--- src/common/vsp_pkg.sv ---
// Constants, types and decode helpers for the variable store and port map.
// Assumes a single 50 MHz core clock and a 12-bit APB byte address.
package vsp_pkg;

  // Sizes of the general variable views and the storage memory
  localparam int unsigned GP_BYTES = 14;
  localparam int unsigned GP_WORDS = 7;
  localparam int unsigned FLAG_BITS = 16;
  localparam int unsigned STORE_DEPTH = 96;

  // Storage byte address windows
  localparam logic [7:0] STORE_LO_FIRST = 8'h50;
  localparam logic [7:0] STORE_LO_LAST = 8'h7f;
  localparam logic [7:0] STORE_HI_FIRST = 8'hc0;
  localparam logic [7:0] STORE_HI_LAST = 8'hef;
  localparam logic [6:0] STORE_LO_COUNT = 7'h30;

  // APB byte offsets
  localparam logic [11:0] OFS_CTRL = 12'h000;
  localparam logic [11:0] OFS_PORT = 12'h004;
  localparam logic [11:0] OFS_DIR = 12'h008;
  localparam logic [11:0] OFS_PORT_COPY = 12'h00c;
  localparam logic [11:0] OFS_IR = 12'h010;
  localparam logic [11:0] OFS_ARITH = 12'h014;
  localparam logic [11:0] OFS_BYTE_BASE = 12'h040;
  localparam logic [11:0] OFS_WORD_BASE = 12'h080;
  localparam logic [11:0] OFS_BIT_BASE = 12'h0c0;
  localparam logic [11:0] OFS_STORE_BASE = 12'h400;

  // Field positions
  localparam int unsigned CTRL_CLEAR_BIT = 0;
  localparam int unsigned CTRL_VARIANT_LSB = 4;
  localparam int unsigned ARITH_SUB_BIT = 16;
  localparam int unsigned ARITH_OPND_LSB = 8;

  // Reset values
  localparam logic [7:0] PORT_RESET = 8'h00;
  localparam logic [7:0] DIR_RESET = 8'h00;
  localparam logic [7:0] GP_RESET = 8'h00;

  typedef enum logic [2:0] {
    VSP_V8, VSP_V8M, VSP_V18, VSP_V18X, VSP_V28A, VSP_V28X
  } vsp_variant_t;

  localparam vsp_variant_t VARIANT_RESET = VSP_V28X;

  // Implemented input bits per package size
  function automatic logic [7:0] vsp_in_mask(input vsp_variant_t v);
    if (v == VSP_V8 || v == VSP_V8M)
      return 8'h1e;
    else if (v == VSP_V18 || v == VSP_V18X)
      return 8'hc7;
    else
      return 8'hff;
  endfunction

  // Implemented direction bits; only the small package has them
  function automatic logic [7:0] vsp_dir_mask(input vsp_variant_t v);
    if (v == VSP_V8 || v == VSP_V8M)
      return 8'h16;
    else
      return 8'h00;
  endfunction

  // Storage address to {hit, row}
  function automatic logic [7:0] vsp_store_map(input vsp_variant_t v, input logic [7:0] a);
    logic [7:0] r;
    r = 8'h00;
    if (v != VSP_V8 && a >= STORE_LO_FIRST && a <= STORE_LO_LAST)
      r = {1'b1, a[6:0] - STORE_LO_FIRST[6:0]};
    else if ((v == VSP_V18X || v == VSP_V28X) && a >= STORE_HI_FIRST && a <= STORE_HI_LAST)
      r = {1'b1, 7'(a - STORE_HI_FIRST) + STORE_LO_COUNT};
    return r;
  endfunction

endpackage

--- src/common/vsp_if.sv ---
// Carriers between the top and its storage memory and port map.
// Assumes all members are sampled on core_clk.
interface vsp_mem_if;
  logic [6:0] row;
  logic we;
  logic [7:0] wdata;
  logic [7:0] rdata;
  modport ctl (output row, output we, output wdata, input rdata);
  modport mem (input row, input we, input wdata, output rdata);
endinterface

interface vsp_port_if;
  vsp_pkg::vsp_variant_t variant;
  logic wr_port;
  logic wr_dir;
  logic copy;
  logic [7:0] wdata;
  logic [7:0] pin_read;
  logic [7:0] out_latch;
  logic [7:0] dir;
  modport ctl (output variant, output wr_port, output wr_dir, output copy, output wdata,
               input pin_read, input out_latch, input dir);
  modport port (input variant, input wr_port, input wr_dir, input copy, input wdata,
                output pin_read, output out_latch, output dir);
endinterface

--- src/verilog/vsp_store_mem.sv ---
// Storage byte memory, written and read by row.
// Assumes row is already decoded; read data are registered.
module vsp_store_mem
(
  // Clock
  input wire logic core_clk,
  // Access
  vsp_mem_if.mem bus
);

  logic [7:0] mem [vsp_pkg::STORE_DEPTH];

  // Contents survive reset, as plain RAM would
  always_ff @(posedge core_clk)
  begin
    if (bus.we)
      mem[bus.row] <= bus.wdata;
  end

  always_ff @(posedge core_clk)
  begin
    bus.rdata <= mem[bus.row];
  end

endmodule

--- src/verilog/vsp_port_map.sv ---
// Output latch, direction register and input sampler of the I/O port.
// Assumes strobes are one-cycle pulses from the register decoder.
module vsp_port_map
(
  // Clock and reset
  input wire logic core_clk,
  input wire logic srst,
  // Pins
  input wire logic [7:0] pin_in,
  // Control side
  vsp_port_if.port pif
);

  logic [7:0] pin_sample;

  always_ff @(posedge core_clk)
  begin
    if (srst)
      pin_sample <= 8'h00;
    else
      pin_sample <= pin_in;
  end

  // Unimplemented positions read as zero
  assign pif.pin_read = pin_sample & vsp_pkg::vsp_in_mask(pif.variant);

  always_ff @(posedge core_clk)
  begin
    if (srst)
      pif.out_latch <= vsp_pkg::PORT_RESET;
    else if (pif.copy)
      pif.out_latch <= pif.pin_read;
    else if (pif.wr_port)
      pif.out_latch <= pif.wdata;
  end

  always_ff @(posedge core_clk)
  begin
    if (srst)
      pif.dir <= vsp_pkg::DIR_RESET;
    else if (pif.wr_dir)
      pif.dir <= pif.wdata & vsp_pkg::vsp_dir_mask(pif.variant);
  end

endmodule

--- src/verilog/vsp_top.sv ---
// Variable store and port map: general variables, storage bytes and port.
// Assumes an APB3 master on core_clk; pin inputs are synchronous.
//
// Chosen here: the placing of the registers and the APB slave port.
module vsp_top
(
  // Clock and reset
  input wire logic core_clk,
  input wire logic srst,
  // APB slave
  input wire logic [11:0] paddr,
  input wire logic psel,
  input wire logic penable,
  input wire logic pwrite,
  input wire logic [31:0] pwdata,
  output logic [31:0] prdata,
  output logic pready,
  output logic pslverr,
  // Port pins
  input wire logic [7:0] pin_in,
  output logic [7:0] pin_out,
  output logic [7:0] pin_dir
);

  typedef enum logic [3:0] {
    VSP_D_NONE, VSP_D_CTRL, VSP_D_PORT, VSP_D_DIR, VSP_D_COPY, VSP_D_IR,
    VSP_D_ARITH, VSP_D_BYTE, VSP_D_WORD, VSP_D_BIT, VSP_D_STORE
  } vsp_dec_t;

  vsp_mem_if mif ();
  vsp_port_if pif ();

  logic [7:0] gp [vsp_pkg::GP_BYTES];
  logic [7:0] ir_byte;
  logic [7:0] arith_result;
  vsp_pkg::vsp_variant_t variant;
  logic clear_req;
  vsp_dec_t dec;
  logic [3:0] dec_idx;
  logic [7:0] store_map;
  logic commit;
  logic wr;
  logic [31:0] next_rdata;
  logic next_err;
  logic [3:0] ar_idx;
  logic [7:0] ar_opnd;
  logic [7:0] ar_sum;
  logic ir_alias;

  vsp_store_mem u_mem
  (
    .core_clk(core_clk),
    .bus(mif.mem)
  );

  vsp_port_map u_port
  (
    .core_clk(core_clk),
    .srst(srst),
    .pin_in(pin_in),
    .pif(pif.port)
  );

  // Storage decode uses the raw address byte of the peek/poke window
  assign store_map = vsp_pkg::vsp_store_map(variant, paddr[9:2]);

  // Address decode
  always_comb
  begin
    dec = VSP_D_NONE;
    dec_idx = paddr[5:2];
    if (paddr[1:0] != 2'b00)
      dec = VSP_D_NONE;
    else if (paddr >= vsp_pkg::OFS_STORE_BASE)
    begin
      if (store_map[7])
        dec = VSP_D_STORE;
    end
    else if (paddr == vsp_pkg::OFS_CTRL)
      dec = VSP_D_CTRL;
    else if (paddr == vsp_pkg::OFS_PORT)
      dec = VSP_D_PORT;
    else if (paddr == vsp_pkg::OFS_DIR)
      dec = VSP_D_DIR;
    else if (paddr == vsp_pkg::OFS_PORT_COPY)
      dec = VSP_D_COPY;
    else if (paddr == vsp_pkg::OFS_IR)
      dec = VSP_D_IR;
    else if (paddr == vsp_pkg::OFS_ARITH)
      dec = VSP_D_ARITH;
    else if (paddr >= vsp_pkg::OFS_BYTE_BASE && paddr < vsp_pkg::OFS_WORD_BASE)
    begin
      if (32'(dec_idx) < vsp_pkg::GP_BYTES)
        dec = VSP_D_BYTE;
    end
    else if (paddr >= vsp_pkg::OFS_WORD_BASE && paddr < vsp_pkg::OFS_BIT_BASE)
    begin
      if (32'(dec_idx) < vsp_pkg::GP_WORDS)
        dec = VSP_D_WORD;
    end
    else if (paddr >= vsp_pkg::OFS_BIT_BASE && paddr < 12'h100)
      dec = VSP_D_BIT;
  end

  // A write lands at the edge where the master sees pready high
  assign commit = psel && penable && pready;
  assign wr = commit && pwrite && !pslverr;

  // Small parts keep the infrared result in byte 13
  assign ir_alias = (variant == vsp_pkg::VSP_V8) || (variant == vsp_pkg::VSP_V8M);

  // Arithmetic only ever names a general byte, never storage
  assign ar_idx = pwdata[3:0];
  assign ar_opnd = pwdata[vsp_pkg::ARITH_OPND_LSB +: 8];
  // Eight-bit sum drops the carry on purpose
  assign ar_sum = pwdata[vsp_pkg::ARITH_SUB_BIT] ? 8'(gp[ar_idx] - ar_opnd)
                                                  : 8'(gp[ar_idx] + ar_opnd);

  // General variables: one array behind byte, word and bit views
  always_ff @(posedge core_clk)
  begin
    if (srst || clear_req)
    begin
      for (int i = 0; i < vsp_pkg::GP_BYTES; i++)
        gp[i] <= vsp_pkg::GP_RESET;
    end
    else if (wr)
    begin
      case (dec)
        VSP_D_BYTE:
          gp[dec_idx] <= pwdata[7:0];
        VSP_D_WORD:
        begin
          gp[{dec_idx[2:0], 1'b1}] <= pwdata[15:8];
          gp[{dec_idx[2:0], 1'b0}] <= pwdata[7:0];
        end
        VSP_D_BIT:
          gp[{3'b000, dec_idx[3]}][dec_idx[2:0]] <= pwdata[0];
        VSP_D_ARITH:
        begin
          if (32'(ar_idx) < vsp_pkg::GP_BYTES)
            gp[ar_idx] <= ar_sum;
        end
        VSP_D_IR:
        begin
          if (ir_alias)
            gp[13] <= pwdata[7:0];
        end
        default:
        begin
        end
      endcase
    end
  end

  // Separate infrared byte; the key-value name maps here too
  always_ff @(posedge core_clk)
  begin
    if (srst || clear_req)
      ir_byte <= vsp_pkg::GP_RESET;
    else if (wr && dec == VSP_D_IR && !ir_alias)
      ir_byte <= pwdata[7:0];
  end

  // Last arithmetic result, readable back
  always_ff @(posedge core_clk)
  begin
    if (srst)
      arith_result <= 8'h00;
    else if (wr && dec == VSP_D_ARITH && 32'(ar_idx) < vsp_pkg::GP_BYTES)
      arith_result <= ar_sum;
  end

  // Package size select; program-reset request is a one-cycle pulse
  always_ff @(posedge core_clk)
  begin
    if (srst)
      variant <= vsp_pkg::VARIANT_RESET;
    else if (wr && dec == VSP_D_CTRL && pwdata[vsp_pkg::CTRL_VARIANT_LSB +: 3] <= 3'h5)
      variant <= vsp_pkg::vsp_variant_t'(pwdata[vsp_pkg::CTRL_VARIANT_LSB +: 3]);
  end

  always_ff @(posedge core_clk)
  begin
    if (srst)
      clear_req <= 1'b0;
    else
      clear_req <= wr && dec == VSP_D_CTRL && pwdata[vsp_pkg::CTRL_CLEAR_BIT];
  end

  // Storage memory access
  assign mif.row = store_map[6:0];
  assign mif.we = wr && dec == VSP_D_STORE;
  assign mif.wdata = pwdata[7:0];

  // Port strobes
  assign pif.variant = variant;
  assign pif.wr_port = wr && dec == VSP_D_PORT;
  assign pif.wr_dir = wr && dec == VSP_D_DIR;
  assign pif.copy = wr && dec == VSP_D_COPY;
  assign pif.wdata = pwdata[7:0];

  // Read mux
  always_comb
  begin
    next_rdata = 32'h0000_0000;
    next_err = 1'b0;
    case (dec)
      VSP_D_CTRL:
        next_rdata[vsp_pkg::CTRL_VARIANT_LSB +: 3] = variant;
      VSP_D_PORT:
        next_rdata[7:0] = pif.pin_read;
      VSP_D_DIR:
        next_rdata[7:0] = pif.dir;
      VSP_D_COPY:
        next_rdata[7:0] = pif.out_latch;
      VSP_D_IR:
        next_rdata[7:0] = ir_alias ? gp[13] : ir_byte;
      VSP_D_ARITH:
        next_rdata[7:0] = arith_result;
      VSP_D_BYTE:
        next_rdata[7:0] = gp[dec_idx];
      VSP_D_WORD:
        next_rdata[15:0] = {gp[{dec_idx[2:0], 1'b1}], gp[{dec_idx[2:0], 1'b0}]};
      VSP_D_BIT:
        next_rdata[0] = gp[{3'b000, dec_idx[3]}][dec_idx[2:0]];
      VSP_D_STORE:
        next_rdata[7:0] = mif.rdata;
      default:
        next_err = 1'b1;
    endcase
  end

  // One wait state gives the storage memory its registered read
  always_ff @(posedge core_clk)
  begin
    if (srst)
      pready <= 1'b0;
    else
      pready <= psel && penable && !pready;
  end

  always_ff @(posedge core_clk)
  begin
    if (srst)
    begin
      prdata <= 32'h0000_0000;
      pslverr <= 1'b0;
    end
    else if (psel && penable && !pready)
    begin
      prdata <= pwrite ? 32'h0000_0000 : next_rdata;
      pslverr <= next_err;
    end
    else
    begin
      pslverr <= 1'b0;
    end
  end

  // Pin outputs, registered copies of the port state
  always_ff @(posedge core_clk)
  begin
    if (srst)
    begin
      pin_out <= vsp_pkg::PORT_RESET;
      pin_dir <= vsp_pkg::DIR_RESET;
    end
    else
    begin
      pin_out <= pif.out_latch;
      pin_dir <= pif.dir;
    end
  end

endmodule

--- config.mk ---
export PLATFORM = sky130hd
export DESIGN_NAME = vsp_top
export DESIGN_NICKNAME = d
export VERILOG_FILES = /design/src/common/vsp_pkg.sv /design/src/common/vsp_if.sv /design/src/verilog/vsp_store_mem.sv /design/src/verilog/vsp_port_map.sv /design/src/verilog/vsp_top.sv
export SDC_FILE = /design/constraint.sdc
export NUM_CORES = 1
export LEC_CHECK = 0
export BUFFER_PORTS_ARGS = -buffer_cell sky130_fd_sc_hd__buf_2
export CELL_PAD_IN_SITES_DETAIL_PLACEMENT = 1
export CELL_PAD_IN_SITES_GLOBAL_PLACEMENT = 1
export CORE_AREA = 2 2 342 344
export CTS_BUF_LIST = sky130_fd_sc_hd__clkbuf_2 sky130_fd_sc_hd__clkbuf_4 sky130_fd_sc_hd__clkbuf_8
export DETAILED_ROUTE_END_ITERATION = 12
export DIE_AREA = 0 0 344 346
export GPL_TIMING_DRIVEN = 0
export PLACE_DENSITY = 0.59
export SLEW_MARGIN = 20
export SYNTH_ARGS = -nofsm -noshare
export SYNTH_HDL_FRONTEND = slang
export SYNTH_SLANG_ARGS = --single-unit
--- constraint.sdc ---
create_clock -name core_clk -period 10.7 [get_ports core_clk]
set_clock_uncertainty 0.1 [all_clocks]
set_input_delay 1.605 -clock core_clk [delete_from_list [all_inputs] [get_ports core_clk]]
set_output_delay 1.605 -clock core_clk [all_outputs]
set_load 0.03 [all_outputs]
==> flow_summary.html <==
<table>
<tr><th>Metric</th><th>Value</th></tr>
<tr><th colspan="2">Place</th></tr>
<tr><td>Placed Cells</td><td>4682</td></tr>
<tr><td>Cell area after placement</td><td>0.0452 mm2</td></tr>
<tr><td>Count of buffers inserted at the top-level ports</td><td>59</td></tr>
<tr><td>Final GP Congestion</td><td>1.03</td></tr>
<tr><td>Half-perimeter wire length of the detailed placement result</td><td>142 mm</td></tr>
<tr><th colspan="2">Detailed routing</th></tr>
<tr><td>Number of nets with antenna violations after routing</td><td>0</td></tr>
<tr><td>Number of design rule violations left after detail routing</td><td>0</td></tr>
<tr><td>Via density</td><td>6.57</td></tr>
<tr><td>Vias</td><td>32900</td></tr>
<tr><td>Detailed-route wire length</td><td>201 mm</td></tr>
<tr><td>Mean routed wirelength per cell</td><td>40.1 um</td></tr>
<tr><td>First-pass detailed-route iteration total</td><td>6</td></tr>
<tr><td>Number of design-rule violations left by the first detailed-router iteration</td><td>5694</td></tr>
<tr><th colspan="2">Floorplan</th></tr>
<tr><td>IO Count</td><td>107</td></tr>
<tr><td>Vertical die dimension</td><td>346 um</td></tr>
<tr><td>Placeable Area</td><td>0.115 mm2</td></tr>
<tr><td>Die outline area</td><td>0.119 mm2</td></tr>
<tr><td>Horizontal die dimension</td><td>344 um</td></tr>
<tr><td>Initial cell density of the core</td><td>36.7%</td></tr>
<tr><td>Number of core rows</td><td>125</td></tr>
<tr><th colspan="2">Critical path</th></tr>
<tr><td>Buffers plus inverters on the worst setup path</td><td>6</td></tr>
<tr><td>Reg2Reg Launch Point</td><td>pif.variant[2]</td></tr>
<tr><td>Kind of end point of the critical path</td><td>flop</td></tr>
<tr><td>Arr. time, crit path</td><td>8480 ps</td></tr>
<tr><td>Data required time of the worst path</td><td>11290 ps</td></tr>
<tr><td>Setup slack on the worst flop-to-flop path</td><td>3970 ps</td></tr>
<tr><td>Cell chain of the critical path</td><td>buf_4, buf_16, clkbuf_1, buf_1, clkbuf_2, mux4_2, mux4_2, ha_1, nor2b_1, o2111ai_1, nand4b_1, a21oi_1, o21ba_2, xnor2_1, or2_2, and2_0, clkbuf_1, a32o_1</td></tr>
<tr><td>Highest-delay cell along the critical path</td><td>buf_1</td></tr>
<tr><td>Largest fanout of any net on the critical path</td><td>72</td></tr>
<tr><td>Launch point of the worst path</td><td>pwdata[0]</td></tr>
<tr><td>Category of cells accounting for the largest share of critical-path delay</td><td>buffers and inverters</td></tr>
<tr><td>Critical path launch point type</td><td>input port</td></tr>
<tr><td>Worst setup path class</td><td>in2reg</td></tr>
<tr><td>End of the worst register-to-register path</td><td>u_mem.mem[22][4]</td></tr>
<tr><td>Number of cells traversed by the worst register-to-register path</td><td>11</td></tr>
<tr><td>Delay of the slowest cell on the worst path</td><td>820 ps</td></tr>
<tr><th colspan="2">Power</th></tr>
<tr><td>Static Leakage</td><td>15.9 nW</td></tr>
<tr><td>Worst supply voltage drop on vdd</td><td>0.121 mV</td></tr>
<tr><td>Total power divided by cell area</td><td>173 mW/mm2</td></tr>
<tr><th colspan="2">Outcome</th></tr>
<tr><td>Outcome</td><td>finished, final reports clean</td></tr>
<tr><th colspan="2">Timing</th></tr>
<tr><td>Final setup violation count</td><td>0</td></tr>
<tr><td>Endpoints failing hold</td><td>0</td></tr>
<tr><td>Worst Max-Slew Pin Slew</td><td>1340 ps</td></tr>
<tr><td>Max-slew violation count</td><td>0</td></tr>
<tr><td>Total negative slack</td><td>0 ps</td></tr>
<tr><td>Crit share post-route</td><td>73.8%</td></tr>
<tr><td>Top achievable clock speed</td><td>127 MHz</td></tr>
<tr><td>Slew margin rel.</td><td>10.7%</td></tr>
<tr><td>Shortest clock period the worst path allows after layout</td><td>7890 ps</td></tr>
<tr><td>Unrepaired setup endpoints after global routing</td><td>no</td></tr>
<tr><th colspan="2">Cells and area</th></tr>
<tr><td>Post-Route Utilization</td><td>42.2%</td></tr>
<tr><td>Layout cells sized above 1</td><td>18.0%</td></tr>
<tr><td>Cell Count, Final, Fillers Out</td><td>5005</td></tr>
<tr><td>Final cell area excluding filler cells</td><td>0.0487 mm2</td></tr>
<tr><td>Combined area of the multi-input logic cells</td><td>0.0131 mm2</td></tr>
<tr><td>Sequential Area</td><td>0.0284 mm2</td></tr>
<tr><td>Filler Cell Count</td><td>11900</td></tr>
<tr><td># nets final</td><td>3406</td></tr>
<tr><td>Area growth from synthesis to layout</td><td>14.9%</td></tr>
<tr><th colspan="2">Clocking</th></tr>
<tr><td>Number of H-tree levels</td><td>4</td></tr>
<tr><td>CTS tree</td><td>done</td></tr>
<tr><td>CTS buffer count</td><td>173</td></tr>
<tr><td>Clock insertion delay at the later pin of the skew report</td><td>910 ps</td></tr>
<tr><td>Clock-pin slew of the registers on the worst-case setup and hold paths</td><td>50 ps</td></tr>
<tr><td>Setup fix buffers added after clock tree synthesis</td><td>0</td></tr>
<tr><td>Post-CTS Hold Buffers</td><td>0</td></tr>
<tr><td>Maximum root-to-sink buffer count</td><td>3</td></tr>
<tr><td>Master cell of the clock root buffer</td><td>clkbuf_8</td></tr>
<tr><td>CTS sink count</td><td>972</td></tr>
<tr><td>Count of cells resized by post-cts repair</td><td>0</td></tr>
<tr><th colspan="2">Min path</th></tr>
<tr><td>Hold Path Origin</td><td>u_port.pif.out_latch[2]</td></tr>
<tr><td>Type of the worst min-delay path</td><td>reg2reg</td></tr>
<tr><td>End of the worst hold path</td><td>u_port.pif.out_latch[2]</td></tr>
<tr><td>Hold-critical path depth</td><td>2</td></tr>
<tr><th colspan="2">Logic synthesis</th></tr>
<tr><td>Combinational family with the most area after synthesis</td><td>compound AO/OA/AOI/OAI gates</td></tr>
<tr><td>Proportion of synthesized area in mux cells</td><td>5.37%</td></tr>
<tr><td>Number of unique standard cell types used by synthesis</td><td>89</td></tr>
<tr><td>Adder-cell area share of the yosys netlist</td><td>0.431%</td></tr>
<tr><td>Gate count after technology mapping</td><td>3044</td></tr>
<tr><td>Xor and xnor fraction of the mapped netlist area</td><td>0.289%</td></tr>
<tr><td>Post-synthesis average cell area</td><td>13.9 um2</td></tr>
<tr><td>Post-synth ARST share</td><td>0%</td></tr>
<tr><td>Netlist Area Pre-Place</td><td>0.0424 mm2</td></tr>
<tr><td>Sequential fraction of the synthesis area</td><td>67.1%</td></tr>
<tr><td>Post-synthesis share of cell area spent on and, or, nand and nor gates</td><td>7.67%</td></tr>
<tr><td>Most used flip-flop cell after synthesis</td><td>edfxtp_1</td></tr>
<tr><td>Yosys reg bits</td><td>972</td></tr>
<tr><td>Number of synthesized flops with an enable pin</td><td>896</td></tr>
<tr><td>Fraction of the mapped netlist area in compound gates</td><td>16.4%</td></tr>
<tr><td>Yosys warns</td><td>0</td></tr>
<tr><th colspan="2">GRT</th></tr>
<tr><td>Number of antenna violations at the first check in global routing</td><td>16</td></tr>
<tr><td>First-pass GRT wire length</td><td>271 mm</td></tr>
<tr><td>Sum of overflow across all layers after global routing</td><td>0</td></tr>
<tr><td>Largest net degree at the start of global routing</td><td>73</td></tr>
<tr><td>GR Util All Layers</td><td>33.2%</td></tr>
<tr><td>Number of global-route vias before repair</td><td>32600</td></tr>
<tr><th colspan="2">Run</th></tr>
<tr><td>Number of max-cap violations</td><td>0</td></tr>
</table>
==> logic make-up (layout without fill, tap and decap cells) <==
logic type,after synthesis,after routing
xor gates and xnor gates,14,14
adders and majority gates,14,14
DFF,972,972
buffers and inverters,277,671
muxes,152,152
AOI/OAI and AO/OA,936,936
and+or+nand+nor,678,678
other,1,44
==> power by group <==
part | internal (mW) | switching, mW | total (mW)
combinational | 0.186 | 0.516 | 0.703
sequential | 4.17 | 0.0481 | 4.22
clock | 1.81 | 1.71 | 3.52
total | 6.17 | 2.27 | 8.44
==> per-layer routing <==
layer / global-route usage (%) / part of all wire, % / vias up / routed length (um)
met5: 0 / 0.024 / - / 49
met3: 8.87 / 12 / 410 / 23700
met2: 48.1 / 43 / 2302 / 86300
met1: 47.5 / 41 / 17200 / 82900
li1: - / - / 13000 / -
met4: 12.5 / 3.9 / 8 / 7880
==> area by class of cell <==
| class | instances | share of cell area (%) |
|---|---|---|
| antenna | 7 | 0.0360 |
| clock buffer | 237 | 5.96 |
| tap | 1524 | 3.91 |
| buffer | 261 | 2.42 |
| sequential | 972 | 58.3 |
| clock inverter | 77 | 1.06 |
| timing repair buffer | 80 | 1.30 |
| inverter | 16 | 0.123 |
| multi-input combinational | 1831 | 26.8 |
==> flip-flops by register name (all words and copies together), names as in the netlist, 8 cells and up <==
signal and count:
arith_result 8, u_port.pin_sample 8, u_mem.mem 768, pin_out 8
u_port.pif.out_latch 8, gp 128, prdata 16, u_mem.bus.rdata 8
ir_byte 8
==> per-stage QoR <==
step / total power [mW] / setup WS, ps / hold slack, ps
4_1_cts: 8.43 / 2620 / 381
6_report: 8.44 / 2810 / 381
3_3_place_gp: 4.95 / 1170 / 354
2_1_floorplan: 4.59 / 4350 / 334
5_1_grt: 8.63 / 2660 / 409
3_5_place_dp: 4.97 / 1720 / 360
==> worst register-to-register path, cell delays in order (launching register included) <==
cell and delay, ps:
dfxtp_1 310, clkbuf_1 350, xnor2_1 310, nor2_1 240, a22oi_1 210, clkbuf_1 600
nor3_2 820, clkbuf_1 880, clkbuf_2 650, nand2_1 250, clkbuf_1 530, nor2_1 1070
==> cells in the final DEF, fill, tap and decap left out, drive strengths merged, types with 24 or more instances in the layout <==
master / count
clkinv: 63
or3: 27
nand2: 147
edfxtp: 896
o21ai: 84
a221oi: 59
a211o: 24
dfxtp: 76
buf: 175
mux2i: 72
a21oi: 132
nor4: 24
nor3: 43
inv: 27
a31oi: 45
nor2b: 30
nand3: 74
clkbuf: 403
a22o: 135
conb: 37
a222oi: 47
nor2: 253
mux4: 58
a22oi: 175
o22ai: 83
==> synth_stat cells, types with 42 or more instances <==
| master | n | share of area, % |
|---|---|---|
| mux2i_1 | 72 | 1.7 |
| o21ai_0 | 78 | 0.92 |
| buf_2 | 42 | 0.50 |
| a222oi_1 | 47 | 1.1 |
| a22oi_1 | 175 | 3.1 |
| a22o_1 | 135 | 2.8 |
| nand2_1 | 147 | 1.3 |
| nor3_1 | 42 | 0.50 |
| nor2_1 | 243 | 2.2 |
| clkbuf_1 | 164 | 1.5 |
| edfxtp_1 | 896 | 63 |
| o22ai_1 | 83 | 1.2 |
| a31oi_1 | 43 | 0.63 |
| nand3_1 | 74 | 0.87 |
| a21oi_1 | 131 | 1.5 |
| a221oi_1 | 58 | 1.2 |
| mux4_2 | 58 | 3.1 |
| dfxtp_1 | 76 | 3.6 |
==> worst max-delay path by stage <==
stage / cells past startpoint / slack [ps] / to
2_1_floorplan: 16 / 4350 / gp[10][7]
3_3_place_gp: 17 / 1170 / gp[10][7]
3_5_place_dp: 18 / 1720 / gp[8][7]
4_1_cts: 18 / 2620 / gp[5][7]
5_1_grt: 18 / 2660 / gp[5][7]
6_report: 18 / 2810 / gp[5][7]
(Power assumes the default switching activity.)
